==> src/logic/stop_ctrl_pkg.sv <==
// Purpose: constants and types for the stop-mode sequencer
// Assumes: device register offsets other than the clock control register are local choices
// Notes:   pclk is 20 MHz; counts other than NOP_CYCLES are derived from times below
package stop_ctrl_pkg;

  // clock
  localparam int unsigned CLK_PERIOD_NS = 50;

  // device register map (reached through the device bus port)
  localparam logic [31:0] DEV_CLOCK_CTRL  = 32'h0000_0004;
  localparam logic [31:0] DEV_FLAG        = 32'h0000_0100;
  localparam logic [31:0] DEV_RESUME_A    = 32'h0000_0104;
  localparam logic [31:0] DEV_RESUME_B    = 32'h0000_0108;
  localparam logic [31:0] DEV_CLK_CTRL_0  = 32'h0000_010c;
  localparam logic [31:0] DEV_CLK_CTRL_2  = 32'h0000_0110;
  localparam logic [31:0] DEV_CLK_CTRL_3  = 32'h0000_0114;
  localparam logic [31:0] DEV_PROTECT     = 32'h0000_0118;
  localparam logic [31:0] DEV_MODE_2      = 32'h0000_011c;
  localparam logic [31:0] DEV_STOP_CMD    = 32'h0000_0120;
  localparam logic [31:0] DEV_ICR_BASE    = 32'h0000_0200;

  // device field positions
  localparam int unsigned FLAG_I_BIT        = 6;
  localparam int unsigned FLAG_IPL_LSB      = 12;
  localparam int unsigned BASE_CLK_SEL_BIT  = 7;  // 80h: low-speed base clock
  localparam int unsigned LOW_SRC_BIT       = 0;  // 0: main/256, 1: on-chip/4
  localparam int unsigned MAIN_OSC_STOP_BIT = 5;
  localparam int unsigned OSD_ENABLE_BIT    = 0;
  localparam int unsigned ONCHIP_EN_BIT     = 1;
  localparam int unsigned PROTECT_MODE_BIT  = 1;
  localparam int unsigned CLK_LOCK_BIT      = 1;
  localparam int unsigned STOP_GO_BIT       = 0;

  // interrupt levels
  localparam logic [2:0] LEVEL_MAX      = 3'h7;
  localparam logic [2:0] LEVEL_OFF      = 3'h0;
  localparam logic [6:0] FIRST_SOURCE   = 7'h01;
  localparam logic [6:0] LAST_SOURCE    = 7'h7f;

  // own register map (apb slave)
  localparam logic [7:0] REG_CMD    = 8'h00;
  localparam logic [7:0] REG_CFG    = 8'h04;
  localparam logic [7:0] REG_STATUS = 8'h08;
  localparam logic [7:0] REG_RDATA  = 8'h0c;
  localparam logic [15:0] CFG_RESET = 16'h0000;

  // commands written to REG_CMD[2:0]
  localparam logic [2:0] CMD_INIT  = 3'h1;
  localparam logic [2:0] CMD_STOP  = 3'h2;
  localparam logic [2:0] CMD_LOCK  = 3'h3;
  localparam logic [2:0] CMD_RESET = 3'h4;
  localparam logic [2:0] CMD_NMI   = 3'h5;

  // timing
  localparam int unsigned NOP_CYCLES     = 2;
  localparam int unsigned RESET_HOLD_US  = 10000;
  localparam int unsigned OSC_SETTLE_US  = 1000;
  localparam int unsigned RESET_HOLD_CYC = RESET_HOLD_US * 1000 / CLK_PERIOD_NS;
  localparam int unsigned OSC_SETTLE_CYC = OSC_SETTLE_US * 1000 / CLK_PERIOD_NS;

  typedef enum logic [4:0] {
    ST_IDLE      = 5'h00, ST_FLAG_OFF  = 5'h01, ST_LVL_RD   = 5'h03, ST_LVL_WR    = 5'h02,
    ST_DUMMY_RD  = 5'h06, ST_IPL_ZERO  = 5'h07, ST_I_ON     = 5'h05, ST_NOP_WAIT  = 5'h04,
    ST_I_OFF     = 5'h0c, ST_WAKE_LVL  = 5'h0d, ST_IPL_SET  = 5'h0f, ST_RES_A     = 5'h0e,
    ST_RES_B     = 5'h0a, ST_OSD_OFF   = 5'h0b, ST_OSC_ON   = 5'h09, ST_OSC_WAIT  = 5'h08,
    ST_CLK_SEL   = 5'h18, ST_I_SET     = 5'h19, ST_STOP     = 5'h1b, ST_ASLEEP    = 5'h1a,
    ST_WAKE_WAIT = 5'h1e, ST_RESUME_A  = 5'h1f, ST_RESUME_B = 5'h1d, ST_INIT_A    = 5'h1c,
    ST_INIT_B    = 5'h14, ST_LOCK_CM0  = 5'h15, ST_LOCK_CCR = 5'h17, ST_LOCK_PON  = 5'h16,
    ST_LOCK_PM2  = 5'h12, ST_LOCK_POFF = 5'h13, ST_RST_HOLD = 5'h11
  } state_t;

  typedef struct packed {
    logic        write;
    logic [31:0] addr;
    logic [31:0] wdata;
  } bus_req_t;

  typedef struct packed {
    logic       periph_wake_off;
    logic       osd_used;
    logic       clk_onchip;
    logic [2:0] processor_priority_level;
    logic [2:0] wake_lvl;
    logic [6:0] wake_src;
  } cfg_t;

endpackage : stop_ctrl_pkg

==> src/logic/dev_bus_master.sv <==
// Purpose: one apb transfer toward the device registers per request
// Assumes: request held stable by the caller until done
// Notes:   done is combinational, high in the completing access cycle
`timescale 1ns/100ps
module dev_bus_master (
  input  wire logic                   pclk,        // clock
  input  wire logic                   presetn,     // async reset, low
  input  wire logic                   req_valid,   // request pending
  input  wire stop_ctrl_pkg::bus_req_t req,        // request contents
  output logic                        done,        // transfer completes
  output logic [31:0]                 rdata,       // read data at done
  output logic                        m_psel,      // apb select
  output logic                        m_penable,   // apb enable
  output logic                        m_pwrite,    // apb direction
  output logic [31:0]                 m_paddr,     // apb address
  output logic [31:0]                 m_pwdata,    // apb write data
  input  wire logic [31:0]            m_prdata,    // apb read data
  input  wire logic                   m_pready     // apb ready
);

  assign done  = m_psel & m_penable & m_pready;
  assign rdata = m_prdata;

  always_ff @(posedge pclk or negedge presetn) begin
    if (!presetn) begin
      m_psel    <= 1'b0;
      m_penable <= 1'b0;
      m_pwrite  <= 1'b0;
      m_paddr   <= 32'h0000_0000;
      m_pwdata  <= 32'h0000_0000;
    end else if (done) begin
      m_psel    <= 1'b0;
      m_penable <= 1'b0;
    end else if (m_psel) begin
      m_penable <= 1'b1;
    end else if (req_valid) begin
      m_psel   <= 1'b1;
      m_pwrite <= req.write;
      m_paddr  <= req.addr;
      m_pwdata <= req.wdata;
    end
  end

endmodule : dev_bus_master

==> src/logic/stop_seq_ctrl.sv <==
// Purpose: host sequencer that prepares, stops, wakes and locks the clock generator
// Assumes: device registers reached over an apb master port; software uses an apb slave
// Notes:   one command at a time; reset command aborts anything
//
// Our own choices: register access over APB and the placing of the registers.
`timescale 1ns/100ps
module stop_seq_ctrl #(
  parameter int unsigned RESET_HOLD_CYCLES = stop_ctrl_pkg::RESET_HOLD_CYC,
  parameter int unsigned OSC_SETTLE_CYCLES = stop_ctrl_pkg::OSC_SETTLE_CYC
) (
  input  wire logic        pclk,        // clock, 20 MHz
  input  wire logic        presetn,     // async reset, low
  input  wire logic        psel,        // apb slave select
  input  wire logic        penable,     // apb slave enable
  input  wire logic        pwrite,      // apb slave direction
  input  wire logic [7:0]  paddr,       // apb slave address
  input  wire logic [31:0] pwdata,      // apb slave write data
  output logic [31:0]      prdata,      // apb slave read data
  output logic             pready,      // apb slave ready
  output logic             pslverr,     // apb slave error
  output logic             m_psel,      // device bus select
  output logic             m_penable,   // device bus enable
  output logic             m_pwrite,    // device bus direction
  output logic [31:0]      m_paddr,     // device bus address
  output logic [31:0]      m_pwdata,    // device bus write data
  input  wire logic [31:0] m_prdata,    // device bus read data
  input  wire logic        m_pready,    // device bus ready
  input  wire logic        dev_awake,   // device running, pin
  output logic             dev_reset_n, // device reset pin, low
  output logic             dev_nmi      // device nmi request
);

  stop_ctrl_pkg::state_t   state;
  stop_ctrl_pkg::state_t   next_state;
  stop_ctrl_pkg::cfg_t     cfg;
  stop_ctrl_pkg::bus_req_t req;
  logic                    req_valid;
  logic                    done;
  logic [31:0]             bus_rdata;
  logic [31:0]             last_rdata;
  logic [23:0]             cnt;
  logic [23:0]             next_cnt;
  logic                    refused;
  logic                    awake_meta;
  logic                    awake_s;

  // software side decode
  wire       setup    = psel & ~penable;
  wire       wr_en    = psel & penable & pwrite & pready;
  wire       hit_cmd  = (paddr == stop_ctrl_pkg::REG_CMD);
  wire       hit_cfg  = (paddr == stop_ctrl_pkg::REG_CFG);
  wire       hit_stat = (paddr == stop_ctrl_pkg::REG_STATUS);
  wire       hit_rd   = (paddr == stop_ctrl_pkg::REG_RDATA);
  wire       hit_any  = hit_cmd | hit_cfg | hit_stat | hit_rd;
  wire       cmd_wr   = wr_en & hit_cmd;
  wire [2:0] cmd      = pwdata[2:0];
  wire       idle     = (state == stop_ctrl_pkg::ST_IDLE);
  wire       asleep   = (state == stop_ctrl_pkg::ST_ASLEEP) |
                        (state == stop_ctrl_pkg::ST_WAKE_WAIT);
  wire       go_init  = cmd_wr & idle & (cmd == stop_ctrl_pkg::CMD_INIT);
  wire       go_stop  = cmd_wr & idle & (cmd == stop_ctrl_pkg::CMD_STOP);
  wire       go_lock  = cmd_wr & idle & (cmd == stop_ctrl_pkg::CMD_LOCK);
  wire       go_reset = cmd_wr & (cmd == stop_ctrl_pkg::CMD_RESET);
  wire       go_nmi   = cmd_wr & (state == stop_ctrl_pkg::ST_WAKE_WAIT) &
                        (cmd == stop_ctrl_pkg::CMD_NMI);
  wire       accepted = go_init | go_stop | go_lock | go_reset | go_nmi;
  wire [31:0] status  = {19'h0_0000, 3'h0, state, 2'h0, refused, asleep, ~idle};
  wire [31:0] rd_mux  = hit_cmd  ? 32'h0000_0000 :
                        hit_cfg  ? {16'h0000, cfg} :
                        hit_stat ? status :
                        hit_rd   ? last_rdata : 32'h0000_0000;

  // device side words
  wire [31:0] icr_addr  = stop_ctrl_pkg::DEV_ICR_BASE + {23'h00_0000, cnt[6:0], 2'h0};
  wire [31:0] wake_addr = stop_ctrl_pkg::DEV_ICR_BASE + {23'h00_0000, cfg.wake_src, 2'h0};
  wire [31:0] i_word    = 32'h0000_0001 << stop_ctrl_pkg::FLAG_I_BIT;
  wire [31:0] ipl_word  = {29'h0000_0000, cfg.processor_priority_level} << stop_ctrl_pkg::FLAG_IPL_LSB;
  wire [31:0] low_clk   = (32'h0000_0001 << stop_ctrl_pkg::BASE_CLK_SEL_BIT) |
                          ({31'h0000_0000, cfg.clk_onchip} << stop_ctrl_pkg::LOW_SRC_BIT);
  wire [31:0] max_word  = {29'h0000_0000, stop_ctrl_pkg::LEVEL_MAX};
  wire [31:0] res_word  = {29'h0000_0000, cfg.processor_priority_level};
  wire        lvl_zero  = (bus_rdata[2:0] == stop_ctrl_pkg::LEVEL_OFF);
  wire        last_src  = (cnt[6:0] == stop_ctrl_pkg::LAST_SOURCE);

  // device request per state
  always_comb begin
    req_valid = 1'b1;
    req.write = 1'b1;
    req.addr  = stop_ctrl_pkg::DEV_FLAG;
    req.wdata = 32'h0000_0000;
    case (state)
      stop_ctrl_pkg::ST_INIT_A:    begin req.addr = stop_ctrl_pkg::DEV_RESUME_A;
                                         req.wdata = max_word; end
      stop_ctrl_pkg::ST_INIT_B:    begin req.addr = stop_ctrl_pkg::DEV_RESUME_B;
                                         req.wdata = max_word; end
      stop_ctrl_pkg::ST_FLAG_OFF:  req.wdata = 32'h0000_0000;
      stop_ctrl_pkg::ST_LVL_RD:    begin req.write = 1'b0; req.addr = icr_addr; end
      stop_ctrl_pkg::ST_LVL_WR:    req.addr = icr_addr;
      stop_ctrl_pkg::ST_DUMMY_RD:  begin req.write = 1'b0;
                                         req.addr = stop_ctrl_pkg::DEV_ICR_BASE; end
      stop_ctrl_pkg::ST_IPL_ZERO:  req.wdata = 32'h0000_0000;
      stop_ctrl_pkg::ST_I_ON:      req.wdata = i_word;
      stop_ctrl_pkg::ST_I_OFF:     req.wdata = 32'h0000_0000;
      stop_ctrl_pkg::ST_WAKE_LVL:  begin req.addr = wake_addr;
                                         req.wdata = {29'h0000_0000, cfg.wake_lvl}; end
      stop_ctrl_pkg::ST_IPL_SET:   req.wdata = ipl_word;
      stop_ctrl_pkg::ST_RES_A:     begin req.addr = stop_ctrl_pkg::DEV_RESUME_A;
                                         req.wdata = res_word; end
      stop_ctrl_pkg::ST_RES_B:     begin req.addr = stop_ctrl_pkg::DEV_RESUME_B;
                                         req.wdata = res_word; end
      stop_ctrl_pkg::ST_OSD_OFF:   req.addr = stop_ctrl_pkg::DEV_CLK_CTRL_2;
      stop_ctrl_pkg::ST_OSC_ON:    begin req.addr = stop_ctrl_pkg::DEV_CLK_CTRL_3;
                                         req.wdata = 32'h0000_0001 <<
                                                     stop_ctrl_pkg::ONCHIP_EN_BIT; end
      stop_ctrl_pkg::ST_CLK_SEL:   begin req.addr = stop_ctrl_pkg::DEV_CLOCK_CTRL;
                                         req.wdata = low_clk; end
      stop_ctrl_pkg::ST_I_SET:     req.wdata = i_word | ipl_word;
      stop_ctrl_pkg::ST_STOP:      begin req.addr = stop_ctrl_pkg::DEV_STOP_CMD;
                                         req.wdata = 32'h0000_0001 <<
                                                     stop_ctrl_pkg::STOP_GO_BIT; end
      stop_ctrl_pkg::ST_RESUME_A:  begin req.addr = stop_ctrl_pkg::DEV_RESUME_A;
                                         req.wdata = max_word; end
      stop_ctrl_pkg::ST_RESUME_B:  begin req.addr = stop_ctrl_pkg::DEV_RESUME_B;
                                         req.wdata = max_word; end
      stop_ctrl_pkg::ST_LOCK_CM0:  req.addr = stop_ctrl_pkg::DEV_CLK_CTRL_0;
      stop_ctrl_pkg::ST_LOCK_CCR:  req.addr = stop_ctrl_pkg::DEV_CLOCK_CTRL;
      stop_ctrl_pkg::ST_LOCK_PON:  begin req.addr = stop_ctrl_pkg::DEV_PROTECT;
                                         req.wdata = 32'h0000_0001 <<
                                                     stop_ctrl_pkg::PROTECT_MODE_BIT; end
      stop_ctrl_pkg::ST_LOCK_PM2:  begin req.addr = stop_ctrl_pkg::DEV_MODE_2;
                                         req.wdata = 32'h0000_0001 <<
                                                     stop_ctrl_pkg::CLK_LOCK_BIT; end
      stop_ctrl_pkg::ST_LOCK_POFF: req.addr = stop_ctrl_pkg::DEV_PROTECT;
      default:                     req_valid = 1'b0;
    endcase
  end

  // sequence
  always_comb begin
    next_state = state;
    case (state)
      stop_ctrl_pkg::ST_IDLE:
        if (go_init)      next_state = stop_ctrl_pkg::ST_INIT_A;
        else if (go_stop) next_state = stop_ctrl_pkg::ST_FLAG_OFF;
        else if (go_lock) next_state = stop_ctrl_pkg::ST_LOCK_CM0;
      stop_ctrl_pkg::ST_INIT_A:    if (done) next_state = stop_ctrl_pkg::ST_INIT_B;
      stop_ctrl_pkg::ST_INIT_B:    if (done) next_state = stop_ctrl_pkg::ST_IDLE;
      stop_ctrl_pkg::ST_FLAG_OFF:  if (done) next_state = stop_ctrl_pkg::ST_LVL_RD;
      stop_ctrl_pkg::ST_LVL_RD:
        if (done) begin
          if (!lvl_zero)     next_state = stop_ctrl_pkg::ST_LVL_WR;
          else if (last_src) next_state = stop_ctrl_pkg::ST_DUMMY_RD;
        end
      stop_ctrl_pkg::ST_LVL_WR:
        if (done) next_state = last_src ? stop_ctrl_pkg::ST_DUMMY_RD : stop_ctrl_pkg::ST_LVL_RD;
      stop_ctrl_pkg::ST_DUMMY_RD:  if (done) next_state = stop_ctrl_pkg::ST_IPL_ZERO;
      stop_ctrl_pkg::ST_IPL_ZERO:  if (done) next_state = stop_ctrl_pkg::ST_I_ON;
      stop_ctrl_pkg::ST_I_ON:      if (done) next_state = stop_ctrl_pkg::ST_NOP_WAIT;
      stop_ctrl_pkg::ST_NOP_WAIT:  if (cnt == 24'h00_0000) next_state = stop_ctrl_pkg::ST_I_OFF;
      stop_ctrl_pkg::ST_I_OFF:     // reset/nmi-only wake skips the wake level
        if (done) next_state = cfg.periph_wake_off ? stop_ctrl_pkg::ST_IPL_SET :
                                                     stop_ctrl_pkg::ST_WAKE_LVL;
      stop_ctrl_pkg::ST_WAKE_LVL:  if (done) next_state = stop_ctrl_pkg::ST_IPL_SET;
      stop_ctrl_pkg::ST_IPL_SET:   if (done) next_state = stop_ctrl_pkg::ST_RES_A;
      stop_ctrl_pkg::ST_RES_A:     if (done) next_state = stop_ctrl_pkg::ST_RES_B;
      stop_ctrl_pkg::ST_RES_B:
        if (done) next_state = cfg.osd_used   ? stop_ctrl_pkg::ST_OSD_OFF :
                               cfg.clk_onchip ? stop_ctrl_pkg::ST_OSC_ON :
                                                stop_ctrl_pkg::ST_OSC_WAIT;
      stop_ctrl_pkg::ST_OSD_OFF:
        if (done) next_state = cfg.clk_onchip ? stop_ctrl_pkg::ST_OSC_ON :
                                                stop_ctrl_pkg::ST_OSC_WAIT;
      stop_ctrl_pkg::ST_OSC_ON:    if (done) next_state = stop_ctrl_pkg::ST_CLK_SEL;
      stop_ctrl_pkg::ST_OSC_WAIT:
        if (cnt == 24'h00_0000) next_state = stop_ctrl_pkg::ST_CLK_SEL;
      stop_ctrl_pkg::ST_CLK_SEL:   if (done) next_state = stop_ctrl_pkg::ST_I_SET;
      stop_ctrl_pkg::ST_I_SET:     if (done) next_state = stop_ctrl_pkg::ST_STOP;
      stop_ctrl_pkg::ST_STOP:      if (done) next_state = stop_ctrl_pkg::ST_ASLEEP;
      stop_ctrl_pkg::ST_ASLEEP:    if (!awake_s) next_state = stop_ctrl_pkg::ST_WAKE_WAIT;
      stop_ctrl_pkg::ST_WAKE_WAIT:
        if (awake_s) next_state = stop_ctrl_pkg::ST_RESUME_A;
      stop_ctrl_pkg::ST_RESUME_A:  if (done) next_state = stop_ctrl_pkg::ST_RESUME_B;
      stop_ctrl_pkg::ST_RESUME_B:  if (done) next_state = stop_ctrl_pkg::ST_IDLE;
      stop_ctrl_pkg::ST_LOCK_CM0:  if (done) next_state = stop_ctrl_pkg::ST_LOCK_CCR;
      stop_ctrl_pkg::ST_LOCK_CCR:  if (done) next_state = stop_ctrl_pkg::ST_LOCK_PON;
      stop_ctrl_pkg::ST_LOCK_PON:  if (done) next_state = stop_ctrl_pkg::ST_LOCK_PM2;
      stop_ctrl_pkg::ST_LOCK_PM2:  if (done) next_state = stop_ctrl_pkg::ST_LOCK_POFF;
      stop_ctrl_pkg::ST_LOCK_POFF: if (done) next_state = stop_ctrl_pkg::ST_IDLE;
      stop_ctrl_pkg::ST_RST_HOLD:  if (cnt == 24'h00_0000) next_state = stop_ctrl_pkg::ST_IDLE;
      default:                     next_state = stop_ctrl_pkg::ST_IDLE;
    endcase
    if (go_reset) next_state = stop_ctrl_pkg::ST_RST_HOLD;
  end

  // shared counter: source index or wait length
  always_comb begin
    next_cnt = (cnt != 24'h00_0000) ? cnt - 24'h00_0001 : cnt;
    if (go_reset)
      next_cnt = 24'(RESET_HOLD_CYCLES - 1);
    else if (state == stop_ctrl_pkg::ST_FLAG_OFF)
      next_cnt = {17'h0_0000, stop_ctrl_pkg::FIRST_SOURCE};
    else if ((state == stop_ctrl_pkg::ST_LVL_RD) || (state == stop_ctrl_pkg::ST_LVL_WR))
      next_cnt = (done && next_state == stop_ctrl_pkg::ST_LVL_RD) ? cnt + 24'h00_0001 : cnt;
    else if (state == stop_ctrl_pkg::ST_I_ON)
      next_cnt = 24'(stop_ctrl_pkg::NOP_CYCLES - 1);
    else if (next_state == stop_ctrl_pkg::ST_OSC_WAIT && state != stop_ctrl_pkg::ST_OSC_WAIT)
      next_cnt = 24'(OSC_SETTLE_CYCLES - 1);
  end

  dev_bus_master u_master (
    .pclk      (pclk),
    .presetn   (presetn),
    .req_valid (req_valid),
    .req       (req),
    .done      (done),
    .rdata     (bus_rdata),
    .m_psel    (m_psel),
    .m_penable (m_penable),
    .m_pwrite  (m_pwrite),
    .m_paddr   (m_paddr),
    .m_pwdata  (m_pwdata),
    .m_prdata  (m_prdata),
    .m_pready  (m_pready)
  );

  always_ff @(posedge pclk or negedge presetn) begin
    if (!presetn) begin
      state      <= stop_ctrl_pkg::ST_IDLE;
      cnt        <= 24'h00_0000;
      awake_meta <= 1'b1;  // idle level of a running device
      awake_s    <= 1'b1;
    end else begin
      state      <= next_state;
      cnt        <= next_cnt;
      awake_meta <= dev_awake;
      awake_s    <= awake_meta;
    end
  end

  always_ff @(posedge pclk or negedge presetn) begin
    if (!presetn) begin
      cfg        <= stop_ctrl_pkg::CFG_RESET;
      refused    <= 1'b0;
      last_rdata <= 32'h0000_0000;
      pready     <= 1'b0;
      pslverr    <= 1'b0;
      prdata     <= 32'h0000_0000;
    end else begin
      pready  <= setup;
      pslverr <= setup & ~hit_any;
      prdata  <= (setup & ~pwrite) ? rd_mux : 32'h0000_0000;
      if (wr_en && hit_cfg && idle) cfg <= stop_ctrl_pkg::cfg_t'(pwdata[15:0]);
      if (cmd_wr) refused <= ~accepted;
      if (done && !m_pwrite) last_rdata <= bus_rdata;
    end
  end

  // pin drivers
  always_ff @(posedge pclk or negedge presetn) begin
    if (!presetn) begin
      dev_reset_n <= 1'b1;
      dev_nmi     <= 1'b0;
    end else begin
      dev_reset_n <= (next_state != stop_ctrl_pkg::ST_RST_HOLD);
      if (go_nmi)
        dev_nmi <= 1'b1;
      else if (next_state != stop_ctrl_pkg::ST_WAKE_WAIT)
        dev_nmi <= 1'b0;
    end
  end

endmodule : stop_seq_ctrl

==> config.mk <==
export PLATFORM = sky130hd
export DESIGN_NAME = stop_seq_ctrl
export DESIGN_NICKNAME = d
export VERILOG_FILES = /design/src/logic/stop_ctrl_pkg.sv /design/src/logic/dev_bus_master.sv /design/src/logic/stop_seq_ctrl.sv
export SDC_FILE = /design/constraint.sdc
export NUM_CORES = 1
export LEC_CHECK = 0
export ABC_AREA = 1
export BUFFER_PORTS_ARGS = -buffer_cell sky130_fd_sc_hd__clkbuf_2
export CAP_MARGIN = 20
export CORE_UTILIZATION = 50
export CTS_BUF_LIST = sky130_fd_sc_hd__clkbuf_4
export DETAILED_ROUTE_END_ITERATION = 7
export PLACE_DENSITY_LB_ADDON = 0.15
export REMOVE_ABC_BUFFERS = 1
export SETUP_SLACK_MARGIN = 0.15
export SYNTH_ARGS = -nofsm -noshare
export SYNTH_HDL_FRONTEND = slang
export SYNTH_SLANG_ARGS = --single-unit
export TNS_END_PERCENT = 100
==> constraint.sdc <==
create_clock -name pclk -period 3.8 [get_ports pclk]
set_input_delay 1.14 -clock pclk [delete_from_list [all_inputs] [get_ports pclk]]
set_output_delay 1.14 -clock pclk [all_outputs]
set_load 0.005 [all_outputs]
Yosys cells after proc, flatten, opt, wreduce, memory -nomap -nowiden
Cells that the tools add are included.

$add $sub $neg: 4. Equal/unequal tests: 45. Muxes and demuxes: 62. Bitwise gates (word level): 31. Reduce and logical (&&, ||, !) cells: 28.

Operators by type and width (count): $mux W5 (35); $mux W24 (7); $mux W32 (5); $pmux W5 S29 (1); $pmux W15 S9 (1); $pmux W11 S12 (1); $eq A5 B5 Y1 const B (15); $eq A5 B4 Y1 const B (9); $reduce_or A25 Y1 (1); $add A24 B1 Y24 const B (1); $logic_not A24 Y1 (1); $reduce_bool A24 Y1 (1); $sub A24 B1 Y24 const B (1); $add A10 B9 Y11 const A (2); $eq A5 B3 Y1 const B (4); $and A1 B1 Y1 (16); $eq A8 B4 Y1 const B (2); $eq A5 B2 Y1 const B (3); $reduce_or A3 Y1 (4); $mux W1 (10); $ne A5 B5 Y1 const B (2); $reduce_or A2 Y1 (5); $eq A8 B3 Y1 const B (1); $logic_not A8 Y1 (1); 21 further kinds (41).

Register bits: 183. Input bits: 79. Output and inout bits: 103.

Logic depth before layout (Yosys ltp)
Depth after elaboration: 18. Gate-level depth with buffers: 21. Mapped depth without buffers: 20.

By module
Synthesis repeated with hierarchy kept, for this count alone.

Cell total of the unflattened synthesis: 1291. Area total of the unflattened synthesis: 9982.1 um^2.

Modules (own cells, without submodules): stop_seq_ctrl (instances 1, cells an instance 968, area each 7083.0 um^2, seq. area each 2906.5 um^2); dev_bus_master (instances 1, cells an instance 323, area each 2899.0 um^2, seq. area each 1676.6 um^2).

Worst setup path before layout
OpenSTA, ideal clock, no wires.

Path kind: input to register. Start: input paddr[7]. End: register cnt[23]. Library setup time: 0.116 ns. Arrival: 2.732 ns. Required time: 3.684 ns. Setup slack: 0.952 ns. Cell stages on the path: 17. Buffers on the path: 1. Cell sequence: nor2_1 -> nand2_1 -> nor2_1 -> nand2_1 -> inv_1 -> nand4_1 -> nand2_1 -> inv_1 -> nand2_1 -> nor2_1 -> nand3_1 -> nand3_2 -> nand2_4 -> buf_6 -> nor2_2 -> nand2_1 -> nand2_1.

Longest elaborated chain between the ends: 16. Elaborated cells on any way between the ends: 24. Those cells by class: eq/ne: 3; mux: 10; bitwise: 6; reduce/logical: 5.

Ends and longest elaborated chain: start: declaration (line stop_seq_ctrl.sv:16) `input wire logic [7:0] paddr,`; $logic_not A8 Y1 (*) (line stop_seq_ctrl.sv:50) `wire hit_cmd = (paddr == stop_ctrl_pkg::REG_CMD);`; $and A1 B1 Y1 (*) (line stop_seq_ctrl.sv:55) `wire cmd_wr = wr_en & hit_cmd;`; $and A1 B1 Y1 (line stop_seq_ctrl.sv:60, stop_seq_ctrl.sv:61, stop_seq_ctrl.sv:62); $and A1 B1 Y1 (line stop_seq_ctrl.sv:62) `wire go_lock = cmd_wr & idle & (cmd == stop_ctrl_pkg::CMD_LOCK);`; $mux W5 (line stop_seq_ctrl.sv:145) `else if (go_lock) next_state = stop_ctrl_pkg::ST_LOCK_CM0;`; $mux W5 (line stop_seq_ctrl.sv:144) `else if (go_stop) next_state = stop_ctrl_pkg::ST_FLAG_OFF;`; $mux W5 (line stop_seq_ctrl.sv:143) `if (go_init) next_state = stop_ctrl_pkg::ST_INIT_A;`; $pmux W5 S29 (line stop_seq_ctrl.sv:141) `case (state)`; $mux W5 (line stop_seq_ctrl.sv:192) `if (go_reset) next_state = stop_ctrl_pkg::ST_RST_HOLD;`; $eq A5 B4 Y1 (line stop_seq_ctrl.sv:206) `else if (next_state == stop_ctrl_pkg::ST_OSC_WAIT && state != stop_ctrl_pkg::ST_OSC_WAIT)`; $logic_and A1 B1 Y1 (line stop_seq_ctrl.sv:206); $mux W24 (line stop_seq_ctrl.sv:206); $mux W24 (line stop_seq_ctrl.sv:204) `else if (state == stop_ctrl_pkg::ST_I_ON)`; $mux W24 (line stop_seq_ctrl.sv:202) `else if ((state == stop_ctrl_pkg::ST_LVL_RD) || (state == stop_ctrl_pkg::ST_LVL_WR))`; $mux W24 (line stop_seq_ctrl.sv:200) `else if (state == stop_ctrl_pkg::ST_FLAG_OFF)`; $mux W24 (line stop_seq_ctrl.sv:198) `if (go_reset)`; end signal: assignment (line stop_seq_ctrl.sv:234) `cnt <= next_cnt;`; end: declaration (line stop_seq_ctrl.sv:41) `logic [23:0] cnt;`.

Every way passes the cells marked *; elsewhere a longest branch is shown, timed or not. A chain may end at the register's enable or synchronous reset.

Final worst setup path
Start: register state[3]. End: register cnt[13].

Longest elaborated chain between the ends: 15. Elaborated cells on any way between the ends: 85. Those cells by class: eq/ne: 34; mux: 40; bitwise: 4; reduce/logical: 7.

Ends and longest elaborated chain: start: declaration (line stop_seq_ctrl.sv:33) `stop_ctrl_pkg::state_t state;`; start signal: assignment (line stop_seq_ctrl.sv:228) `state <= stop_ctrl_pkg::ST_IDLE;`; start signal: assignment (line stop_seq_ctrl.sv:233) `state <= next_state;`; $logic_not A5 Y1 (line stop_seq_ctrl.sv:57, stop_seq_ctrl.sv:141); $and A1 B1 Y1 (line stop_seq_ctrl.sv:60, stop_seq_ctrl.sv:61, stop_seq_ctrl.sv:62); $and A1 B1 Y1 (line stop_seq_ctrl.sv:62); $mux W5 (line stop_seq_ctrl.sv:145); $mux W5 (line stop_seq_ctrl.sv:144); $mux W5 (line stop_seq_ctrl.sv:143); $pmux W5 S29 (line stop_seq_ctrl.sv:141); $mux W5 (line stop_seq_ctrl.sv:192); $eq A5 B4 Y1 (line stop_seq_ctrl.sv:206); $logic_and A1 B1 Y1 (line stop_seq_ctrl.sv:206); $mux W24 (line stop_seq_ctrl.sv:206); $mux W24 (line stop_seq_ctrl.sv:204); $mux W24 (line stop_seq_ctrl.sv:202); $mux W24 (line stop_seq_ctrl.sv:200); $mux W24 (line stop_seq_ctrl.sv:198).

Parallel ways exist; a longest one is shown, timed or not.

==> results.py <==
metrics = {
    "outcome": {
        "outcome": "finished clean",
    },
    "logic_synthesis": {
        "mappedNetlistArea_sq_um": 8210,
        "synthDominantCellAreaShare": 0.402,
        "synth-async-reset-ratio": 1.00,
        "syn_avg_cell_area_sq_um": 7.16,
        "yosys-top-cells-area": "dfrtp_1 40%, nand2_1 13%, nor2_1 7.3%",
        "yosys_warnings": 0,
        "ys_seq_elements": 135,
        "synthDominantAreaCellType": "dfrtp_1",
        "synth_top_flop_cell": "dfrtp_1",
        "yosys-top-cells-count": "281 x nand2_1, 159 x nor2_1, 132 x dfrtp_1",
        "synth_edf_count": 0,
        "post_synth_inst_count": 1147,
        "synth_most_common_cell": "nand2_1",
        "synth.lib_cells_used.distinct": 44,
        "synth_seq_area_share": 0.412,
    },
    "final_layout": {
        "post_synthesis_to_final_layout_area_growth_pct": 12.7,
        "multiInputGateArea_sq_um": 3980,
        "fin_util": 0.580,
        "stdcell_count": 1494,
        "final_layout_size_suffix_gt1_frac": 0.186,
        "regArea_sq_um": 3380,
        "num-fill-cells": 1622,
        "finalNetCount": 1345,
    },
    "global_routing": {
        "gr-usage-all-layers": 0.286,
        "global_route.overflow_total": 0,
        "maximum_number_of_pins_on_one_net_before_global_route_repair": 62,
        "wire_length_of_the_first_global_routing_pass_microns": 36800,
        "via_count_of_the_first_global_routing_pass": 7209,
        "antenna_found_initial": 1,
    },
    "cts": {
        "cts_made_buffers": 17,
        "cts_htree_levels": 4,
        "tritoncts_clock_tree": "built",
        "cts-resized-gates": 0,
        "cts.sink_count": 135,
        "insertion_delay_ns": 0.56,
        "worst_setup_hold_path_clk_slew_ns": 0.14,
        "cts-root-buf": "clkbuf_4",
        "cts_setup_buffers": 0,
        "cts.path.max_buffers": 2,
        "cts_hold_repair_buffers": 0,
    },
    "die": {
        "fp.dieArea_sq_um": 16900,
        "count_of_pins_on_the_block_boundary": 182,
        "core_region_area_sq_um": 15900,
        "rows": 46,
        "floorplan.die.height_microns": 130,
        "initial_core_util": 0.515,
        "dieWidth_microns": 130,
    },
    "min_path": {
        "startpoint_of_the_lowest_slack_hold_path": "awake_meta",
        "min_path_type": "flip-flop to flip-flop",
        "min_delay_path_depth": 0,
        "timing.hold.worst_endpoint": "awake_s",
    },
    "power": {
        "power_frac_seq": 0.361,
        "powerDensity_nw_per_um2": 642,
        "ir_drop_v": 0.000431,
        "clock_power_share": 0.184,
        "power.leakage_uw": 0.00507,
        "internal_power_uw": 3210,
        "proportion_of_power_drawn_by_combinational_gates": 0.455,
        "switching_share": 0.460,
        "p_sw_uw": 2730,
    },
    "critical_path": {
        "timing.rr.end": "cnt[13]",
        "path_max_fanout": 12,
        "crit_path_end_kind": "flip-flop",
        "ff2ff_setup_slack_ns": 0.73,
        "reg2reg_from": "state[3]",
        "required_arrival_time_at_the_worst_endpoint_ns": 4.31,
        "worstPathArrival_ns": 3.58,
        "ff2ff_path_depth": 17,
        "crit_type": "flip-flop to flip-flop",
        "critical_path.startpoint_type": "flip-flop",
    },
    "timing": {
        "rsz_0062_raised_after_global_routing": "no",
        "fin_crit_ns": 3.07,
        "timing_hold_violations_final": 0,
        "finalCritPeriodShare": 0.808,
        "setup_violations": 0,
        "fin_tns_setup_ns": 0,
        "fmaxAchievable_ghz": 0.326,
        "worst-slew-pin-transition_ns": 0.639,
        "worst_clock_skew_ns": 0.0170,
        "rel_slew_slack": 0.573,
        "drv_slew": 0,
    },
    "routing": {
        "drt_wl_total_microns": 23300,
        "drt_iter0_markers": 510,
        "via_count": 7723,
        "drt_first_pass_iters": 7,
        "post_drt_via_cell_ratio": 5.17,
        "wire_per_inst_microns": 15.6,
        "postRouteAntennaNets": 0,
        "route.detailed.drc": 0,
    },
    "place": {
        "globalplace.congestion": 0.946,
        "detailedPlacementHpwl_microns": 17700,
        "number_of_i_o_port_buffers": 117,
        "dpl.cell_count": 1461,
    },
    "job": {
        "cap_violations": 0,
    },
}
## flip-flops by register name, indices dropped and copies added, names as in the netlist
signal,count
u_master.m_paddr,8
u_master.m_pwrite,1
last_rdata,32
u_master.m_penable,1
cfg,16
pslverr,1
state,5
refused,1
pready,1
u_master.m_psel,1
awake_s,1
cnt,24
prdata,32
u_master.m_pwdata,8
awake_meta,1
dev_nmi,1
dev_reset_n,1
## through the flow
step	hold WS (ns)	worst slack (ns)	instance area [sq um]	power (uW)
after global routing	0.368	0.388	9250	6460
after CTS	0.368	0.779	9250	5950
after floorplan	0.345	0.0588	7830	3930
after global placement	0.348	0.276	8920	4810
after detailed placement	0.348	0.256	8920	4860
final	0.367	0.731	9250	5940
## worst max-delay path, cell delays in order, from the launching register on
cell and delay (ns):
dfrtp_1 0.52, inv_1 0.27, nand2_1 0.08, nor2_1 0.25, nand2_1 0.34, nand2_1 0.17, nand2_1 0.06, nand2_1 0.08
nand2_1 0.05, nand2_1 0.07, nor2_1 0.04, nand2_1 0.08, nor2_1 0.04, nand3_1 0.11, nand2_1 0.21, nor2_1 0.42
nand3_1 0.13, nand2_1 0.08
## power groups by stage
| stage | logic, uW | registers [uW] | clock network, uW |
|---|---|---|---|
| 2_1_floorplan | 1820 | 2110 | 0 |
| 3_3_place_gp | 2650 | 2160 | 0 |
| 3_5_place_dp | 2690 | 2170 | 0 |
| 4_1_cts | 2690 | 2140 | 1120 |
| 5_1_grt | 3080 | 2200 | 1170 |
| 6_report | 2700 | 2150 | 1090 |
## kinds of logic (layout without fill, tap and decap cells)
| group | Yosys count | after routing | synth area share |
|---|---|---|---|
| other cells | 1 | 49 | 0.000457 |
| mux | 13 | 13 | 0.0178 |
| compound gates | 161 | 161 | 0.108 |
| simple gates | 594 | 594 | 0.310 |
| fa+ha+maj | 2 | 2 | 0.00305 |
| xor+xnor | 21 | 21 | 0.0224 |
| flops | 135 | 135 | 0.412 |
| buf+inv | 220 | 303 | 0.127 |
## metal layers
layer,GRT usage,share of wire
met5,0,0
met4,0.116,0.025
met3,0.0443,0.066
met2,0.448,0.45
met1,0.395,0.46
## layout make-up
class,count,area share
antenna,1,0.000270
sequential,135,0.366
clock inverter,15,0.0219
timing repair buffer,143,0.0878
multi-input combinational,839,0.430
clock buffer,17,0.0138
tap,216,0.0292
inverter,128,0.0519
## how the worst max path moves through the flow
stage	from	to	slack, ns	cells past startpoint
floorplan	paddr[1]	cfg[0]	0.06	5
global placement	paddr[7]	cnt[13]	0.28	16
detailed placement	paddr[5]	cnt[13]	0.26	16
CTS	state[3]	cnt[13]	0.78	17
global route	state[3]	cnt[13]	0.39	17
finish	state[3]	cnt[13]	0.73	17
## cells in the final DEF (no fill, tap or decap), types with 15 or more instances in the layout
master and n:
xor2_1 16, conb_1 48, nand2_1 280, nand4_1 15, buf_4 24, a21oi_1 71
o21ai_0 46, clkbuf_2 116, clkbuf_4 17, inv_2 15, nor3_1 23, nand3_1 72
nor2_2 15, nor2_1 159, dfrtp_1 132, inv_1 111
No activity file was read; power rests on OpenSTA's default activity.
